File: config.mk
export PLATFORM = sky130hd
export DESIGN_NAME = ide_strap_and_drive_select
export DESIGN_NICKNAME = d
export VERILOG_FILES = /design/src/rtl/ide_strap_pkg.sv /design/src/rtl/ide_strap_and_drive_select.sv /design/src/rtl/strap_capture.sv /design/src/rtl/test_pattern.sv
export SDC_FILE = /design/constraint.sdc
export NUM_CORES = 1
export LEC_CHECK = 0
export ABC_AREA = 1
export BUFFER_PORTS_ARGS = -buffer_cell sky130_fd_sc_hd__buf_4
export CAP_MARGIN = 20
export CORE_ASPECT_RATIO = 1.75
export CORE_MARGIN = 10
export CORE_UTILIZATION = 47
export CTS_CLUSTER_SIZE = 12
export DETAILED_ROUTE_END_ITERATION = 10
export PLACE_DENSITY = 0.8
export SLEW_MARGIN = 10
export SYNTH_ARGS = -nofsm -noshare
export SYNTH_HDL_FRONTEND = slang
export SYNTH_SLANG_ARGS = --single-unit
File: constraint.sdc
create_clock -name mclk -period 2.2 [get_ports mclk]
set_input_delay 0.66 -clock mclk [delete_from_list [all_inputs] [get_ports mclk]]
set_output_delay 0.66 -clock mclk [all_outputs]
set_load 0.05 [all_outputs]
File: src/rtl/ide_strap_pkg.sv
package ide_strap_pkg;

    localparam int CLK_PERIOD_NS = 10;
    localparam int CYCLE_MODE0_NS = 600;
    localparam int CYCLE_MODE1_NS = 383;
    localparam int CYCLE_MODE2_NS = 240;
    localparam int CYCLE_MODE3_NS = 180;
    // least times round up to whole clocks
    localparam int CYCLE_MODE0_CLKS = (CYCLE_MODE0_NS + CLK_PERIOD_NS - 1) / CLK_PERIOD_NS;
    localparam int CYCLE_MODE1_CLKS = (CYCLE_MODE1_NS + CLK_PERIOD_NS - 1) / CLK_PERIOD_NS;
    localparam int CYCLE_MODE2_CLKS = (CYCLE_MODE2_NS + CLK_PERIOD_NS - 1) / CLK_PERIOD_NS;
    localparam int CYCLE_MODE3_CLKS = (CYCLE_MODE3_NS + CLK_PERIOD_NS - 1) / CLK_PERIOD_NS;

    ////////////////////////////////////////////////////////////////////////////////
    localparam int PIN_COUNT = 24;
    localparam int CHAIN_WIDTH = 24;
    localparam int IDX_ADDR_LO = 0;
    localparam int IDX_ADDR_HI = 2;
    localparam int IDX_CS_CMD = 3;
    localparam int IDX_CS_CTL = 4;
    localparam int IDX_RD = 5;
    localparam int IDX_WR = 6;
    localparam int IDX_DATA_LO = 7;
    localparam int IDX_NAND = 23;
    localparam int PIN_NUMBER [PIN_COUNT] = '{52, 53, 51, 49, 48, 57, 59,
        60, 61, 62, 63, 64, 65, 67, 68, 69, 70, 71, 72, 73, 74, 75, 76, 42};
    localparam logic [PIN_COUNT-1:0] PIN_OUT_RESET = 24'hffffff;
    localparam logic [PIN_COUNT-1:0] NORMAL_OE = 24'h00007f;
    localparam logic [PIN_COUNT-1:0] DATA_OE = 24'h7fff80;

    localparam logic [1:0] TEST_TRISTATE = 2'h0;
    localparam logic [1:0] TEST_NAND = 2'h1;
    localparam logic [1:0] TEST_EVEN_HIGH = 2'h2;
    localparam logic [1:0] TEST_ODD_HIGH = 2'h3;

    ////////////////////////////////////////////////////////////////////////////////
    localparam logic [3:0] REG_STRAP = 4'h0;
    localparam logic [3:0] REG_MISC = 4'h1;
    localparam logic [3:0] REG_STATUS = 4'h2;
    localparam int STRAP_SPEED_BIT = 0;
    localparam int STRAP_MODE_LSB = 1;
    localparam int STRAP_TEST_BIT = 3;
    localparam int STRAP_PREF_BIT = 6;
    localparam int STRAP_FLOPPY_BIT = 7;
    localparam int MISC_PREFETCH_BIT = 6;
    localparam logic MISC_PREFETCH_RESET = 1'b0;
    localparam int STAT_BUSY_BIT = 0;
    localparam int STAT_TEST_BIT = 1;
    localparam int STAT_WIDE_BIT = 2;

    typedef struct packed {
        logic floppyIgnore;
        logic prefetch;
        logic testModeN;
        logic [1:0] mode;
        logic speed25;
    } strap_s;

    typedef struct packed {
        logic valid;
        logic write;
        logic ctrlBlock;
        logic [2:0] addr;
        logic [15:0] data;
    } ide_req_s;

    typedef enum logic [5:0] {
        ST_INIT = 6'h01,
        ST_IDLE = 6'h02,
        ST_SETUP = 6'h04,
        ST_STROBE = 6'h08,
        ST_RECOVER = 6'h10,
        ST_TEST = 6'h20
    } phase_e;

    function automatic logic [6:0] cyclesFor(input logic [1:0] mode);
        case (mode)
            2'h0: return 7'(CYCLE_MODE0_CLKS);
            2'h1: return 7'(CYCLE_MODE1_CLKS);
            2'h2: return 7'(CYCLE_MODE2_CLKS);
            default: return 7'(CYCLE_MODE3_CLKS);
        endcase
    endfunction

    function automatic logic pinIsOdd(input int idx);
        return (PIN_NUMBER[idx] % 2) == 1;
    endfunction

endpackage

File: src/rtl/ide_strap_and_drive_select.sv
`timescale 1ns/1ps
module ide_strap_and_drive_select (
    input wire logic mclk,
    input wire logic resetn,
    input wire ide_strap_pkg::ide_req_s req,
    output logic reqReady,
    output logic rspValid,
    output logic [15:0] rspData,
    output logic rspWide,
    input wire logic [3:0] regAddr,
    input wire logic [7:0] regWrData,
    input wire logic regWr,
    input wire logic regRd,
    output logic [7:0] regRdData,
    input wire logic [1:0] driveAddrLowIn,
    output logic [1:0] driveAddrLowOut,
    output logic [1:0] driveAddrLowOe,
    input wire logic driveAddrMsbIn,
    output logic driveAddrMsbOut,
    output logic driveAddrMsbOe,
    input wire logic primaryCommandSelectNIn,
    output logic primaryCommandSelectNOut,
    output logic primaryCommandSelectNOe,
    input wire logic primaryControlSelectNIn,
    output logic primaryControlSelectNOut,
    output logic primaryControlSelectNOe,
    output logic driveReadStrobeN,
    output logic driveReadStrobeOe,
    output logic driveWriteStrobeN,
    output logic driveWriteStrobeOe,
    input wire logic driveChannelReady,
    input wire logic driveWideTransferN,
    input wire logic testModeStrapN,
    input wire logic [15:0] diskDataBusIn,
    output logic [15:0] diskDataBusOut,
    output logic [15:0] diskDataBusOe,
    output logic nandChainOut,
    output logic nandChainOe,
    output logic prefetchEnable,
    output logic busSpeed25,
    output logic floppyPortIgnore
);
    import ide_strap_pkg::*;

    typedef struct packed {
        phase_e phase;
        logic [6:0] cnt;
        logic [6:0] cycleLen;
        logic [6:0] activeLen;
        ide_req_s cur;
        logic [PIN_COUNT-1:0] pinOut;
        logic [PIN_COUNT-1:0] pinOe;
        logic [15:0] rdData;
        logic rdWide;
        logic rspValid;
        logic reqReady;
        logic prefetch;
        logic [7:0] regRdData;
    } state_s;

    state_s q;
    state_s d;
    strap_s strap;
    logic [PIN_COUNT-1:0] testOut;
    logic [PIN_COUNT-1:0] testOe;
    logic [CHAIN_WIDTH-1:0] chainIn;
    logic [7:0] readMux;
    logic [15:0] wideData;

    ////////////////////////////////////////////////////////////////////////////////
    strap_capture u_strap (
        .mclk(mclk),
        .resetn(resetn),
        .capture(q.phase == ST_INIT),
        .modePins(driveAddrLowIn),
        .prefetchPin(driveAddrMsbIn),
        .testPinN(testModeStrapN),
        .speedPin(primaryCommandSelectNIn),
        .floppyPin(primaryControlSelectNIn),
        .strap(strap)
    );

    assign chainIn = {testModeStrapN, driveWideTransferN, driveChannelReady, diskDataBusIn,
                      primaryControlSelectNIn, primaryCommandSelectNIn, driveAddrMsbIn,
                      driveAddrLowIn};

    test_pattern u_pattern (
        .mode(strap.mode),
        .chainIn(chainIn),
        .pinOut(testOut),
        .pinOe(testOe)
    );

    // an eight-bit drive leaves the upper lines to the pull-ups
    assign wideData = driveWideTransferN ? {8'h00, diskDataBusIn[7:0]} : diskDataBusIn;

    ////////////////////////////////////////////////////////////////////////////////
    always_comb
    begin
        readMux = 8'h00;
        case (regAddr)
            REG_STRAP:
            begin
                readMux[STRAP_SPEED_BIT] = strap.speed25;
                readMux[STRAP_MODE_LSB +: 2] = strap.mode;
                readMux[STRAP_TEST_BIT] = strap.testModeN;
                readMux[STRAP_PREF_BIT] = strap.prefetch;
                readMux[STRAP_FLOPPY_BIT] = strap.floppyIgnore;
            end
            REG_MISC:
                readMux[MISC_PREFETCH_BIT] = q.prefetch;
            REG_STATUS:
            begin
                readMux[STAT_BUSY_BIT] = (q.phase != ST_IDLE);
                readMux[STAT_TEST_BIT] = (q.phase == ST_TEST);
                readMux[STAT_WIDE_BIT] = q.rdWide;
            end
            default:
                readMux = 8'h00;
        endcase
    end

    ////////////////////////////////////////////////////////////////////////////////
    always_comb
    begin
        d = q;
        d.rspValid = 1'b0;
        case (q.phase)
            ST_INIT:
            begin
                // pins still float, so the inputs show the straps
                d.prefetch = driveAddrMsbIn;
                d.phase = ST_IDLE;
            end
            ST_IDLE:
            begin
                if (!strap.testModeN && q.reqReady)
                    d.phase = ST_TEST;
                else if (q.reqReady)
                begin
                    d.pinOe = NORMAL_OE;
                    if (req.valid)
                    begin
                        d.cur = req;
                        d.cnt = 7'h00;
                        d.cycleLen = cyclesFor(strap.mode);
                        d.activeLen = cyclesFor(strap.mode) >> 1;
                        d.pinOut[IDX_ADDR_HI:IDX_ADDR_LO] = req.addr;
                        d.pinOut[IDX_CS_CMD] = req.ctrlBlock;
                        d.pinOut[IDX_CS_CTL] = ~req.ctrlBlock;
                        d.pinOut[IDX_NAND-1:IDX_DATA_LO] = req.data;
                        d.pinOe = req.write ? (NORMAL_OE | DATA_OE) : NORMAL_OE;
                        d.phase = ST_SETUP;
                    end
                end
            end
            ST_SETUP:
            begin
                d.cnt = q.cnt + 7'h01;
                if (q.cur.write)
                    d.pinOut[IDX_WR] = 1'b0;
                else
                    d.pinOut[IDX_RD] = 1'b0;
                d.phase = ST_STROBE;
            end
            ST_STROBE:
            begin
                // saturate so a long stretch cannot wrap the count
                if (q.cnt != 7'h7f)
                    d.cnt = q.cnt + 7'h01;
                if (q.cnt >= q.activeLen && driveChannelReady)
                begin
                    d.pinOut[IDX_RD] = 1'b1;
                    d.pinOut[IDX_WR] = 1'b1;
                    d.rdData = q.cur.write ? 16'h0000 : wideData;
                    d.rdWide = ~driveWideTransferN;
                    d.phase = ST_RECOVER;
                end
            end
            ST_RECOVER:
            begin
                if (q.cnt != 7'h7f)
                    d.cnt = q.cnt + 7'h01;
                // data stays driven past the strobe rise for hold
                if (q.cnt >= q.cycleLen - 7'h01)
                begin
                    d.pinOut[IDX_CS_CMD] = 1'b1;
                    d.pinOut[IDX_CS_CTL] = 1'b1;
                    d.pinOe = NORMAL_OE;
                    d.rspValid = 1'b1;
                    d.phase = ST_IDLE;
                end
            end
            ST_TEST:
            begin
                // only a reset leaves test operation
                d.pinOut = testOut;
                d.pinOe = testOe;
            end
            default:
                d.phase = ST_INIT;
        endcase
        if (regWr && regAddr == REG_MISC)
            d.prefetch = regWrData[MISC_PREFETCH_BIT];
        d.regRdData = regRd ? readMux : 8'h00;
        d.reqReady = (d.phase == ST_IDLE) && (q.phase != ST_INIT);
    end

    always_ff @(posedge mclk or negedge resetn)
    begin
        if (!resetn)
        begin
            q <= '0;
            q.phase <= ST_INIT;
            q.pinOut <= PIN_OUT_RESET;
            q.pinOe <= '0;
            q.prefetch <= MISC_PREFETCH_RESET;
        end
        else
            q <= d;
    end

    ////////////////////////////////////////////////////////////////////////////////
    assign reqReady = q.reqReady;
    assign rspValid = q.rspValid;
    assign rspData = q.rdData;
    assign rspWide = q.rdWide;
    assign regRdData = q.regRdData;
    assign driveAddrLowOut = q.pinOut[IDX_ADDR_LO +: 2];
    assign driveAddrLowOe = q.pinOe[IDX_ADDR_LO +: 2];
    assign driveAddrMsbOut = q.pinOut[IDX_ADDR_HI];
    assign driveAddrMsbOe = q.pinOe[IDX_ADDR_HI];
    assign primaryCommandSelectNOut = q.pinOut[IDX_CS_CMD];
    assign primaryCommandSelectNOe = q.pinOe[IDX_CS_CMD];
    assign primaryControlSelectNOut = q.pinOut[IDX_CS_CTL];
    assign primaryControlSelectNOe = q.pinOe[IDX_CS_CTL];
    assign driveReadStrobeN = q.pinOut[IDX_RD];
    assign driveReadStrobeOe = q.pinOe[IDX_RD];
    assign driveWriteStrobeN = q.pinOut[IDX_WR];
    assign driveWriteStrobeOe = q.pinOe[IDX_WR];
    assign diskDataBusOut = q.pinOut[IDX_NAND-1:IDX_DATA_LO];
    assign diskDataBusOe = q.pinOe[IDX_NAND-1:IDX_DATA_LO];
    assign nandChainOut = q.pinOut[IDX_NAND];
    assign nandChainOe = q.pinOe[IDX_NAND];
    assign prefetchEnable = q.prefetch;
    assign busSpeed25 = strap.speed25;
    assign floppyPortIgnore = strap.floppyIgnore;

    ////////////////////////////////////////////////////////////////////////////////
    logic [7:0] sinceStart;
    logic inCycle;

    assign inCycle = (q.phase == ST_SETUP) || (q.phase == ST_STROBE) || (q.phase == ST_RECOVER);

    always_ff @(posedge mclk or negedge resetn)
    begin
        if (!resetn)
            sinceStart <= 8'h00;
        else if (!inCycle)
            sinceStart <= 8'h00;
        else if (sinceStart != 8'hff)
            sinceStart <= sinceStart + 8'h01;
    end
endmodule

File: src/rtl/strap_capture.sv
`timescale 1ns/1ps
module strap_capture (
    input wire logic mclk,
    input wire logic resetn,
    input wire logic capture,
    input wire logic [1:0] modePins,
    input wire logic prefetchPin,
    input wire logic testPinN,
    input wire logic speedPin,
    input wire logic floppyPin,
    output ide_strap_pkg::strap_s strap
);
    import ide_strap_pkg::*;

    strap_s strap_q;
    strap_s strap_d;

    // pins are caught by the clock at release, never by the reset itself
    always_comb
    begin
        strap_d = strap_q;
        if (capture)
        begin
            strap_d.mode = modePins;
            strap_d.prefetch = prefetchPin;
            strap_d.testModeN = testPinN;
            strap_d.speed25 = speedPin;
            strap_d.floppyIgnore = floppyPin;
        end
    end

    always_ff @(posedge mclk or negedge resetn)
    begin
        if (!resetn)
            strap_q <= '{floppyIgnore: 1'b0, prefetch: 1'b0, testModeN: 1'b1,
                         mode: 2'h0, speed25: 1'b0};
        else
            strap_q <= strap_d;
    end

    assign strap = strap_q;

endmodule

File: src/rtl/test_pattern.sv
`timescale 1ns/1ps
module test_pattern (
    input wire logic [1:0] mode,
    input wire logic [ide_strap_pkg::CHAIN_WIDTH-1:0] chainIn,
    output logic [ide_strap_pkg::PIN_COUNT-1:0] pinOut,
    output logic [ide_strap_pkg::PIN_COUNT-1:0] pinOe
);
    import ide_strap_pkg::*;

    logic chain;

    always_comb
    begin
        chain = 1'b1;
        for (int i = 0; i < CHAIN_WIDTH; i++)
            chain = ~(chain & chainIn[i]);
        pinOut = PIN_OUT_RESET;
        pinOe = '0;
        case (mode)
            TEST_TRISTATE:
                pinOe = '0;
            TEST_NAND:
            begin
                // strobes are pure outputs, so they stay driven and idle
                pinOut[IDX_NAND] = chain;
                pinOe[IDX_NAND] = 1'b1;
                pinOe[IDX_RD] = 1'b1;
                pinOe[IDX_WR] = 1'b1;
            end
            TEST_EVEN_HIGH:
            begin
                for (int i = 0; i < PIN_COUNT; i++)
                    pinOut[i] = ~pinIsOdd(i);
                pinOe = '1;
            end
            default:
            begin
                for (int i = 0; i < PIN_COUNT; i++)
                    pinOut[i] = pinIsOdd(i);
                pinOe = '1;
            end
        endcase
    end

endmodule
==> results of run 1 <==
-- repair_timing --
item / CTS / global route
endpoints found under the setup margin: 16 / 26
setup buffers: 2 / 13
hold buffers: 0 / 0
gates cloned: 0 / 3
pin swaps: 6 / 14
resized for setup: 3 / 80
-- cells by family (layout without fill, tap and decap cells) --
family | after synthesis | after routing | share of synthesized area
adders and majority gates | 14 | 14 | 0.0395
other | 1 | 2 | 0.000846
and+or+nand+nor | 157 | 158 | 0.176
DFF | 79 | 79 | 0.453
buffers and inverters | 128 | 243 | 0.167
xor gates and xnor gates | 6 | 6 | 0.0119
muxes | 1 | 1 | 0.00254
AOI/OAI and AO/OA | 119 | 119 | 0.149
-- metal layers --
metal,vias to the layer above,global-route usage
li1,1821,-
met1,1840,0.163
met2,160,0.309
met3,61,0.0469
met4,0,0.128
met5,-,0
-- flip-flops by register name, indices dropped and copies added, names as in the netlist, 2 cells and up --
| signal | flops |
|---|---|
| q | 19 |
| diskDataBusOut | 16 |
| rspData | 16 |
| regRdData | 6 |
| u_strap.strap | 6 |
| driveAddrLowOut | 2 |
-- worst paths after layout --
kind	start	end	slack (ns)
setup / recovery	q[105]$_DFFE_PN0P_	diskDataBusOe[15]$_DFFE_PN0P_	-0.16
hold / removal	resetn	regRdData[7]$_DFF_PN0_	0.19
setup reg to reg	q[105]$_DFFE_PN0P_	diskDataBusOe[15]$_DFFE_PN0P_	-0.16
hold reg to reg	nandChainOut$_DFFE_PN1P_	nandChainOut$_DFFE_PN1P_	0.47
max in group asynchronous	resetn	primaryControlSelectNOut$_DFFE_PN1P_	1.41
min in group mclk	nandChainOut$_DFFE_PN1P_	nandChainOut$_DFFE_PN1P_	0.47
-- final cells by class --
cell class	count	share of cell area
well taps	120	0.0249
repair buffers	174	0.230
flip-flops and latches	79	0.334
clock inverters	1	0.000831
inverters	53	0.0363
multi-input cells	300	0.321
clock buffers	15	0.0532
-- report_power, final --
| part | switching, mW | internal (mW) | leakage, nW |
|---|---|---|---|
| Combinational | 3.55 | 1.88 | 2.01 |
| Sequential | 0.383 | 2.10 | 0.971 |
| Clock | 0.571 | 0.993 | 0.162 |
-- Yosys cell counts, types with 4 or more instances --
library cell	n	share of area
a21o_1	9	0.015
a21oi_1	37	0.042
buf_4	63	0.11
clkbuf_1	10	0.0085
dfrtp_1	53	0.30
dfstp_2	26	0.15
ha_1	14	0.040
inv_1	43	0.036
inv_2	5	0.0042
nand2_1	95	0.080
nand3_1	18	0.020
nand4_1	4	0.0056
nor2_1	12	0.010
nor2_2	7	0.0099
nor3_1	5	0.0056
o21a_1	5	0.0085
o21ai_0	45	0.051
o21ai_1	10	0.011
o22ai_1	4	0.0056
xor2_1	4	0.0079
-- critical path, cell delays in order (launching register included) --
cell	delay, ns
dfrtp_1	0.37
inv_2	0.09
ha_4	0.21
ha_4	0.20
o21a_1	0.10
o21a_1	0.17
o21ai_2	0.10
nand2_1	0.08
a21oi_2	0.16
o21ai_2	0.08
or2_4	0.25
o211ai_4	0.10
mux2_4	0.31
-- per-stage QoR --
step | setup WS, ns | instance area (um^2) | instances | power [mW]
finish | -0.163 | 6030 | 742 | 9.48
global route | -0.282 | 6030 | 742 | 9.98
CTS | -0.159 | 5660 | 728 | 8.97
detailed placement | -0.198 | 5310 | 710 | 7.34
global placement | -0.168 | 5310 | 710 | 7.22
floorplan | -0.0652 | 4480 | 506 | 6.24
==> results.yml, run 1 <==
synthesis:
  yosysWarnings: 0
  synth-async-reset-ratio: 1.00
  netlist_area_um2: 4430
  netlist_instances: 505
  synth.avg_cell_area_um2: 8.78
  ys_ff_latch: 79
  synth_enable_flop_cells: 0
  synth_cell_types: 44
  synthFlopType: "dfrtp_1"
  seq_area_frac_synth: 0.453
run_status:
  violations: "setup timing"
  status: "finished with violations"
die:
  dieArea_um2: 13900
  die_h_um: 148
  die_w_um: 93.4
  coreArea_um2: 9150
  fp-row-count: 46
  io_pins: 140
  initial_core_util: 0.484
finish:
  final_common_cell: "buf_4"
  final_cell_mix: "164 x buf_4, 92 x nand2_1, 52 x dfrtp_1, 38 x inv_1, 36 x a21oi_1"
  final_layout_size_suffix_gt1_frac: 0.460
  fillers: 683
  regArea_um2: 2010
  diodes: 0
  fin_nets: 693
  syn_to_final_growth_pct: 36.0
  utilization: 0.658
  multi_input_area_um2: 1930
drt:
  final_antenna_net_count: 0
  dr_wl_met2_um: 6990
  vias: 3882
  wl_per_cell_um: 17.4
  dr.pass1.iters: 4
  met1Wirelength_um: 4200
  routed_wirelength_um: 12900
  viasPerCell: 5.23
  met3WireLength_um: 815
  drt-initial-drc-count: 163
  routed.top_layer: "met4"
  drc: 0
critical_path:
  worstSetupPathType: "reg -> reg"
  worstPathRequired_ns: 2.42
  crit_fanout: 3
  arrival_ns: 2.58
  r2r_cells: 12
  endpoint_kind: "flip-flop"
  startpoint_type: "flip-flop"
clocking:
  clkLatencyLatePin_ns: 0.34
  cts.sinks: 79
  cts_tree: "done"
  htree_levels: 3
  cts_inserted_buffers: 9
  clkTransAtPathRegs_ns: 0.06
  clk_path_buf_depth: 2
  cts-root-buf: "clkbuf_16"
global_routing:
  grt_pass1_wl_um: 19100
  grtUsageTotal: 0.174
  grt.overflow.total: 0
  grt_max_degree: 44
  antenna_found_initial: 0
  grt_pass1_vias: 4020
sta:
  final.min_clock_period_ns: 2.36
  fin_ws_ns: -0.163
  rsz0062_at_grt: "yes"
  relSlewSlack: 0.651
  hold_viol: 0
  skew_ns: 0.00486
  whs_ns: 0.187
  drv_slew: 0
  clock.fmax_mhz: 423
  fin_setup_tns_ns: -0.547
  period_share: 1.07
  worst_slew_pin_slew_ns: 0.520
  setup_viol: 7
placed_design:
  portBuffers: 130
  hpwl_um: 9410
  gp_congestion: 0.865
power_and_ir_drop:
  leakage_nw: 3.14
  ir_worst_vdd_mv: 0.758
  power_density_nw_per_um2: 1570
job:
  maxCapViolCount: 0
min_path:
  min_path_type: "in -> async"
No activity file was read; power rests on OpenSTA's default activity.
==> run 2: changes to the inputs <==
Settings changed: ABC_AREA 1 to unset.
==> results.yml, run 2 <==
placed_design:
  hpwl_um: 9530
  placed_cell_area_um2: 5300
  place_ws_ns: -0.203
  gp_congestion: 0.905
  portBuffers: 130
  place_inst: 673
critical_path:
  arrival_ns: 2.57
  cp_cell_sequence: "inv_2 > ha_4 > and3_4 > xnor2_4 > ha_4 > a211oi_2 > o21bai_1 > a211oi_2 > a21oi_2 > mux2_4"
  crit_path_top_delay_cell: "dfrtp_1"
  critPathTopFamily: "compound AO/OA/AOI/OAI gates"
  critPathBufInv: 1
  crit_fanout: 5
  startpoint_type: "flip-flop"
  cpPeakStageDelay_ns: 0.38
  endpoint_kind: "flip-flop"
  worstPathRequired_ns: 2.42
  worstSetupPathType: "reg -> reg"
finish:
  final_common_cell: "buf_4"
  final_layout_size_suffix_gt1_frac: 0.407
  final_cell_mix: "161 x buf_4, 65 x o21ai_0, 55 x nand2_1, 53 x dfrtp_1, 26 x dfstp_2"
  syn_to_final_growth_pct: 27.4
  diodes: 0
  final_area_um2: 5720
  utilization: 0.608
  fillers: 807
  stdcell_count: 694
  largest_reg_flops: 19
  fin_nets: 643
  top_register: "q"
synthesis:
  seq_area_frac_synth: 0.448
  synth.avg_cell_area_um2: 9.41
  yosysWarnings: 0
  ys_ff_latch: 79
  synthTopCellsByCount: "66 x o21ai_0, 64 x buf_4, 56 x nand2_1"
  netlist_instances: 477
  synth_enable_flop_cells: 0
  synth_cell_types: 62
  synth.area.top_cells: "dfrtp_1 30%, dfstp_2 15%, buf_4 11%"
  yosysTopAreaCell: "dfrtp_1"
  synthFlopType: "dfrtp_1"
  synth-async-reset-ratio: 1.00
  synth.most_common_cell: "o21ai_0"
  netlist_area_um2: 4490
  synth_top_area_share: 0.295
drt:
  drt-initial-drc-count: 195
  routed_wirelength_um: 12400
  drc: 0
  wl_per_cell_um: 17.9
  dr.pass1.iters: 4
  final_antenna_net_count: 0
  viasPerCell: 5.39
  vias: 3742
global_routing:
  grtUsageTotal: 0.173
  grt_pass1_wl_um: 19600
  antenna_found_initial: 0
  grt_pass1_vias: 4059
  grt.overflow.total: 0
  grt_max_degree: 40
sta:
  skew_ns: 0.00644
  whs_ns: 0.192
  fin_ws_ns: -0.152
  fin_setup_tns_ns: -0.522
  final.min_clock_period_ns: 2.35
  worst_slew_pin_slew_ns: 0.502
  relSlewSlack: 0.664
  drv_slew: 0
  rsz0062_at_grt: "yes"
  hold_viol: 0
  clock.fmax_mhz: 425
  period_share: 1.07
  setup_viol: 6
die:
  die_h_um: 149
  dieArea_um2: 14000
  fp-row-count: 47
  io_pins: 140
  coreArea_um2: 9410
  initial_core_util: 0.477
  die_w_um: 93.9
clocking:
  cts_inserted_buffers: 9
  clkLatencyLatePin_ns: 0.34
  htree_levels: 3
  cts.sinks: 79
  cts-root-buf: "clkbuf_16"
  clk_path_buf_depth: 2
  clkTransAtPathRegs_ns: 0.05
  cts_tree: "done"
power_and_ir_drop:
  ir_worst_vdd_mv: 0.828
  power_mw: 8.34
  leakage_nw: 2.76
  power_density_nw_per_um2: 1460
min_path:
  min_path_type: "in -> async"
run_status:
  status: "finished with violations"
  violations: "setup timing"
job:
  maxCapViolCount: 0
## run 2: cell families (layout without fill, tap and decap cells)
kind of cell / after synthesis / after routing / synth area share
XOR/XNOR: 7 / 7 / 0.0137
adder cells (fa/ha/maj): 14 / 14 / 0.0390
flip-flops: 79 / 79 / 0.448
AND/OR/NAND/NOR: 119 / 119 / 0.135
other: 1 / 2 / 0.000835
multiplexers: 15 / 15 / 0.0360
AO/OA/AOI/OAI: 131 / 131 / 0.179
buffers and inverters: 111 / 205 / 0.149
## run 2: final timing paths
| path | to | cells past startpoint | from | slack [ns] |
|---|---|---|---|---|
| setup reg to reg | diskDataBusOe[15]$_DFFE_PN0P_ | 10 | q[98]$_DFFE_PN0P_ | -0.15 |
| hold / removal | q[115]$_DFFE_PN0P_ | 1 | resetn | 0.19 |
| max in group asynchronous | q[119]$_DFF_PN1_ | 2 | resetn | 1.38 |
| min in group mclk | diskDataBusOut[14]$_DFFE_PN1P_ | 2 | diskDataBusOut[14]$_DFFE_PN1P_ | 0.46 |
| setup / recovery | diskDataBusOe[15]$_DFFE_PN0P_ | 10 | q[98]$_DFFE_PN0P_ | -0.15 |
| hold reg to reg | diskDataBusOut[14]$_DFFE_PN1P_ | 2 | diskDataBusOut[14]$_DFFE_PN1P_ | 0.46 |
## run 2: cell type report
type,count,area (um^2),share of cell area
Inverter,25,93.8,0.0164
Sequential cell,79,2010,0.351
Multi-Input combinational cell,288,1940,0.340
Clock inverter,1,5.00,0.000875
Timing Repair Buffer,164,1250,0.219
Clock buffer,15,258,0.0451
Tap cell,122,153,0.0267
## run 2: repair_timing
item | CTS | global route
hold buffers | 0 | 0
gates resized for setup | 5 | 16
gates cloned | 0 | 0
pin swaps | 3 | 7
setup endpoints to repair | 18 | 48
setup buffers | 2 | 4
## run 2: worst register-to-register path, stage by stage (launching register included)
cell and delay (ns):
dfrtp_1 0.38, inv_2 0.09, ha_4 0.14, and3_4 0.23, xnor2_4 0.13, ha_4 0.22, a211oi_2 0.17, o21bai_1 0.13
a211oi_2 0.31, a21oi_2 0.12, mux2_4 0.31
## run 2: power by group
group	switching [mW]	leakage [nW]	internal, mW	total, mW
clock network	0.538	0.128	0.794	1.33
logic	2.95	1.70	1.53	4.48
registers	0.470	0.932	2.06	2.53
total	3.96	2.76	4.38	8.34
## run 2: routing by layer
metal,vias up,track usage,part of all wire
met5,-,0,0
met4,0,0.0809,0.031
met3,29,0.0459,0.060
met2,122,0.324,0.56
met1,1798,0.167,0.35
li1,1793,-,-
==> run 3: changes to the inputs <==
Settings changed: CORE_UTILIZATION 47 to 52, PLACE_DENSITY 0.8 to 0.84.
Clock period 2.2 ns to 2.7 ns, I/O delays scaled along.
==> results.yml, run 3 (synthesis results as in run 2) <==
finish:
  largest_reg_flops: 19
  fillers: 645
  fin_nets: 621
  diodes: 0
  stdcell_count: 665
  final_layout_size_suffix_gt1_frac: 0.360
  top_register: "q"
  syn_to_final_growth_pct: 22.1
  final_cell_mix: "141 x buf_4, 66 x o21ai_0, 56 x nand2_1, 53 x dfrtp_1, 26 x dfstp_2"
  final_common_cell: "buf_4"
clocking:
  clkTransAtPathRegs_ns: 0.06
  cts_tree: "done"
  post_cts_resized: 0
  holdBufCountCts: 0
  clk_path_buf_depth: 2
  post_cts_buffers: 0
  clkLatencyLatePin_ns: 0.33
  cts.sinks: 79
  cts_inserted_buffers: 9
  cts-root-buf: "clkbuf_16"
  htree_levels: 3
min_path:
  min_path_type: "in -> async"
sta:
  whs_ns: 0.456
  setup_viol: 0
  drv_slew: 0
  period_share: 0.894
  skew_ns: 0.00584
  clock.fmax_mhz: 414
  relSlewSlack: 0.537
  final.min_clock_period_ns: 2.41
  hold_viol: 0
  rsz0062_at_grt: "no"
  fin_setup_tns_ns: 0
  worst_slew_pin_slew_ns: 0.690
power_and_ir_drop:
  intPower_mw: 3.57
  seq_power_share: 0.316
  ir_worst_vdd_mv: 0.523
  leakage_nw: 2.67
  power_mw: 6.65
  p_sw_mw: 3.08
  swShare: 0.463
  combinationalPowerShare: 0.489
  power_density_nw_per_um2: 1210
  p_clk_frac: 0.196
critical_path:
  worstPathRequired_ns: 2.92
  crit_fanout: 6
  endpoint_kind: "flip-flop"
  r2r_slack_ns: 0.29
  arrival_ns: 2.63
  startpoint_type: "flip-flop"
  worstSetupPathType: "reg -> reg"
die:
  dieArea_um2: 12900
  coreArea_um2: 8370
  die_w_um: 90.2
  die_h_um: 143
  io_pins: 140
  initial_core_util: 0.536
  fp-row-count: 44
global_routing:
  grt_pass1_vias: 3708
  grt.overflow.total: 0
  grtUsageTotal: 0.171
  grt_pass1_wl_um: 18000
  grt_max_degree: 39
  antenna_found_initial: 0
placed_design:
  hpwl_um: 8920
  portBuffers: 130
  place_inst: 649
  gp_congestion: 0.829
drt:
  drc: 0
  viasPerCell: 5.48
  vias: 3645
  wl_per_cell_um: 17.0
  routed_wirelength_um: 11300
  final_antenna_net_count: 0
  dr.pass1.iters: 5
  drt-initial-drc-count: 164
run_status:
  status: "finished, final reports clean"
job:
  maxCapViolCount: 0
[run 3: through the flow]
step / setup slack (ns) / cell area (um^2) / util
2_1_floorplan: 0.494 / 4490 / -
6_report: 0.286 / 5480 / 0.655
5_1_grt: 0.101 / 5480 / 0.655
3_3_place_gp: 0.315 / 5150 / 0.616
4_1_cts: 0.245 / 5480 / 0.655
3_5_place_dp: 0.262 / 5150 / 0.616
[run 3: worst max-delay path, cell delays in order (launching register included)]
cell	delay [ns]
dfrtp_1	0.37
inv_1	0.08
ha_1	0.22
and3_1	0.21
xnor2_1	0.13
ha_1	0.28
a211oi_1	0.20
o21bai_1	0.13
a211oi_2	0.23
a21oi_2	0.12
mux2_4	0.31
[run 3: area by class of cell]
cell class | instances | area [um^2] | share of cell area
multi-input combinational | 288 | 1830 | 0.334
inverter | 25 | 93.8 | 0.0171
clock inverter | 3 | 65.1 | 0.0119
timing repair buffer | 142 | 1080 | 0.197
clock buffer | 13 | 260 | 0.0475
tap | 115 | 144 | 0.0263
sequential | 79 | 2010 | 0.367
[run 3: power groups by stage]
| stage | sequential, mW | combinational [mW] | clock, mW |
|---|---|---|---|
| CTS | 2.10 | 3.29 | 1.32 |
| detailed placement | 2.12 | 3.28 | 0 |
| floorplan | 2.30 | 2.43 | 0 |
| global placement | 2.09 | 3.20 | 0 |
| global route | 2.17 | 3.47 | 1.36 |
| finish | 2.10 | 3.25 | 1.30 |
[run 3: final timing paths]
kind / end / cells past startpoint / from
max: diskDataBusOe[15]$_DFFE_PN0P_ / 10 / q[98]$_DFFE_PN0P_
min: q[123]$_DFF_PN0_ / 1 / resetn
max reg2reg: diskDataBusOe[15]$_DFFE_PN0P_ / 10 / q[98]$_DFFE_PN0P_
min reg2reg: driveWriteStrobeN$_DFFE_PN1P_ / 2 / driveWriteStrobeN$_DFFE_PN1P_
max in group asynchronous: diskDataBusOut[8]$_DFFE_PN1P_ / 2 / resetn
min in group mclk: driveWriteStrobeN$_DFFE_PN1P_ / 2 / driveWriteStrobeN$_DFFE_PN1P_
[run 3: metal layers]
layer  global-route usage  up-vias  wire length (um)
met1                0.181     1751              4490
met5                    0        -                 0
met2                0.306      123              5950
li1                     -     1752                 -
met3               0.0504       19               631
met4               0.0774        0               236
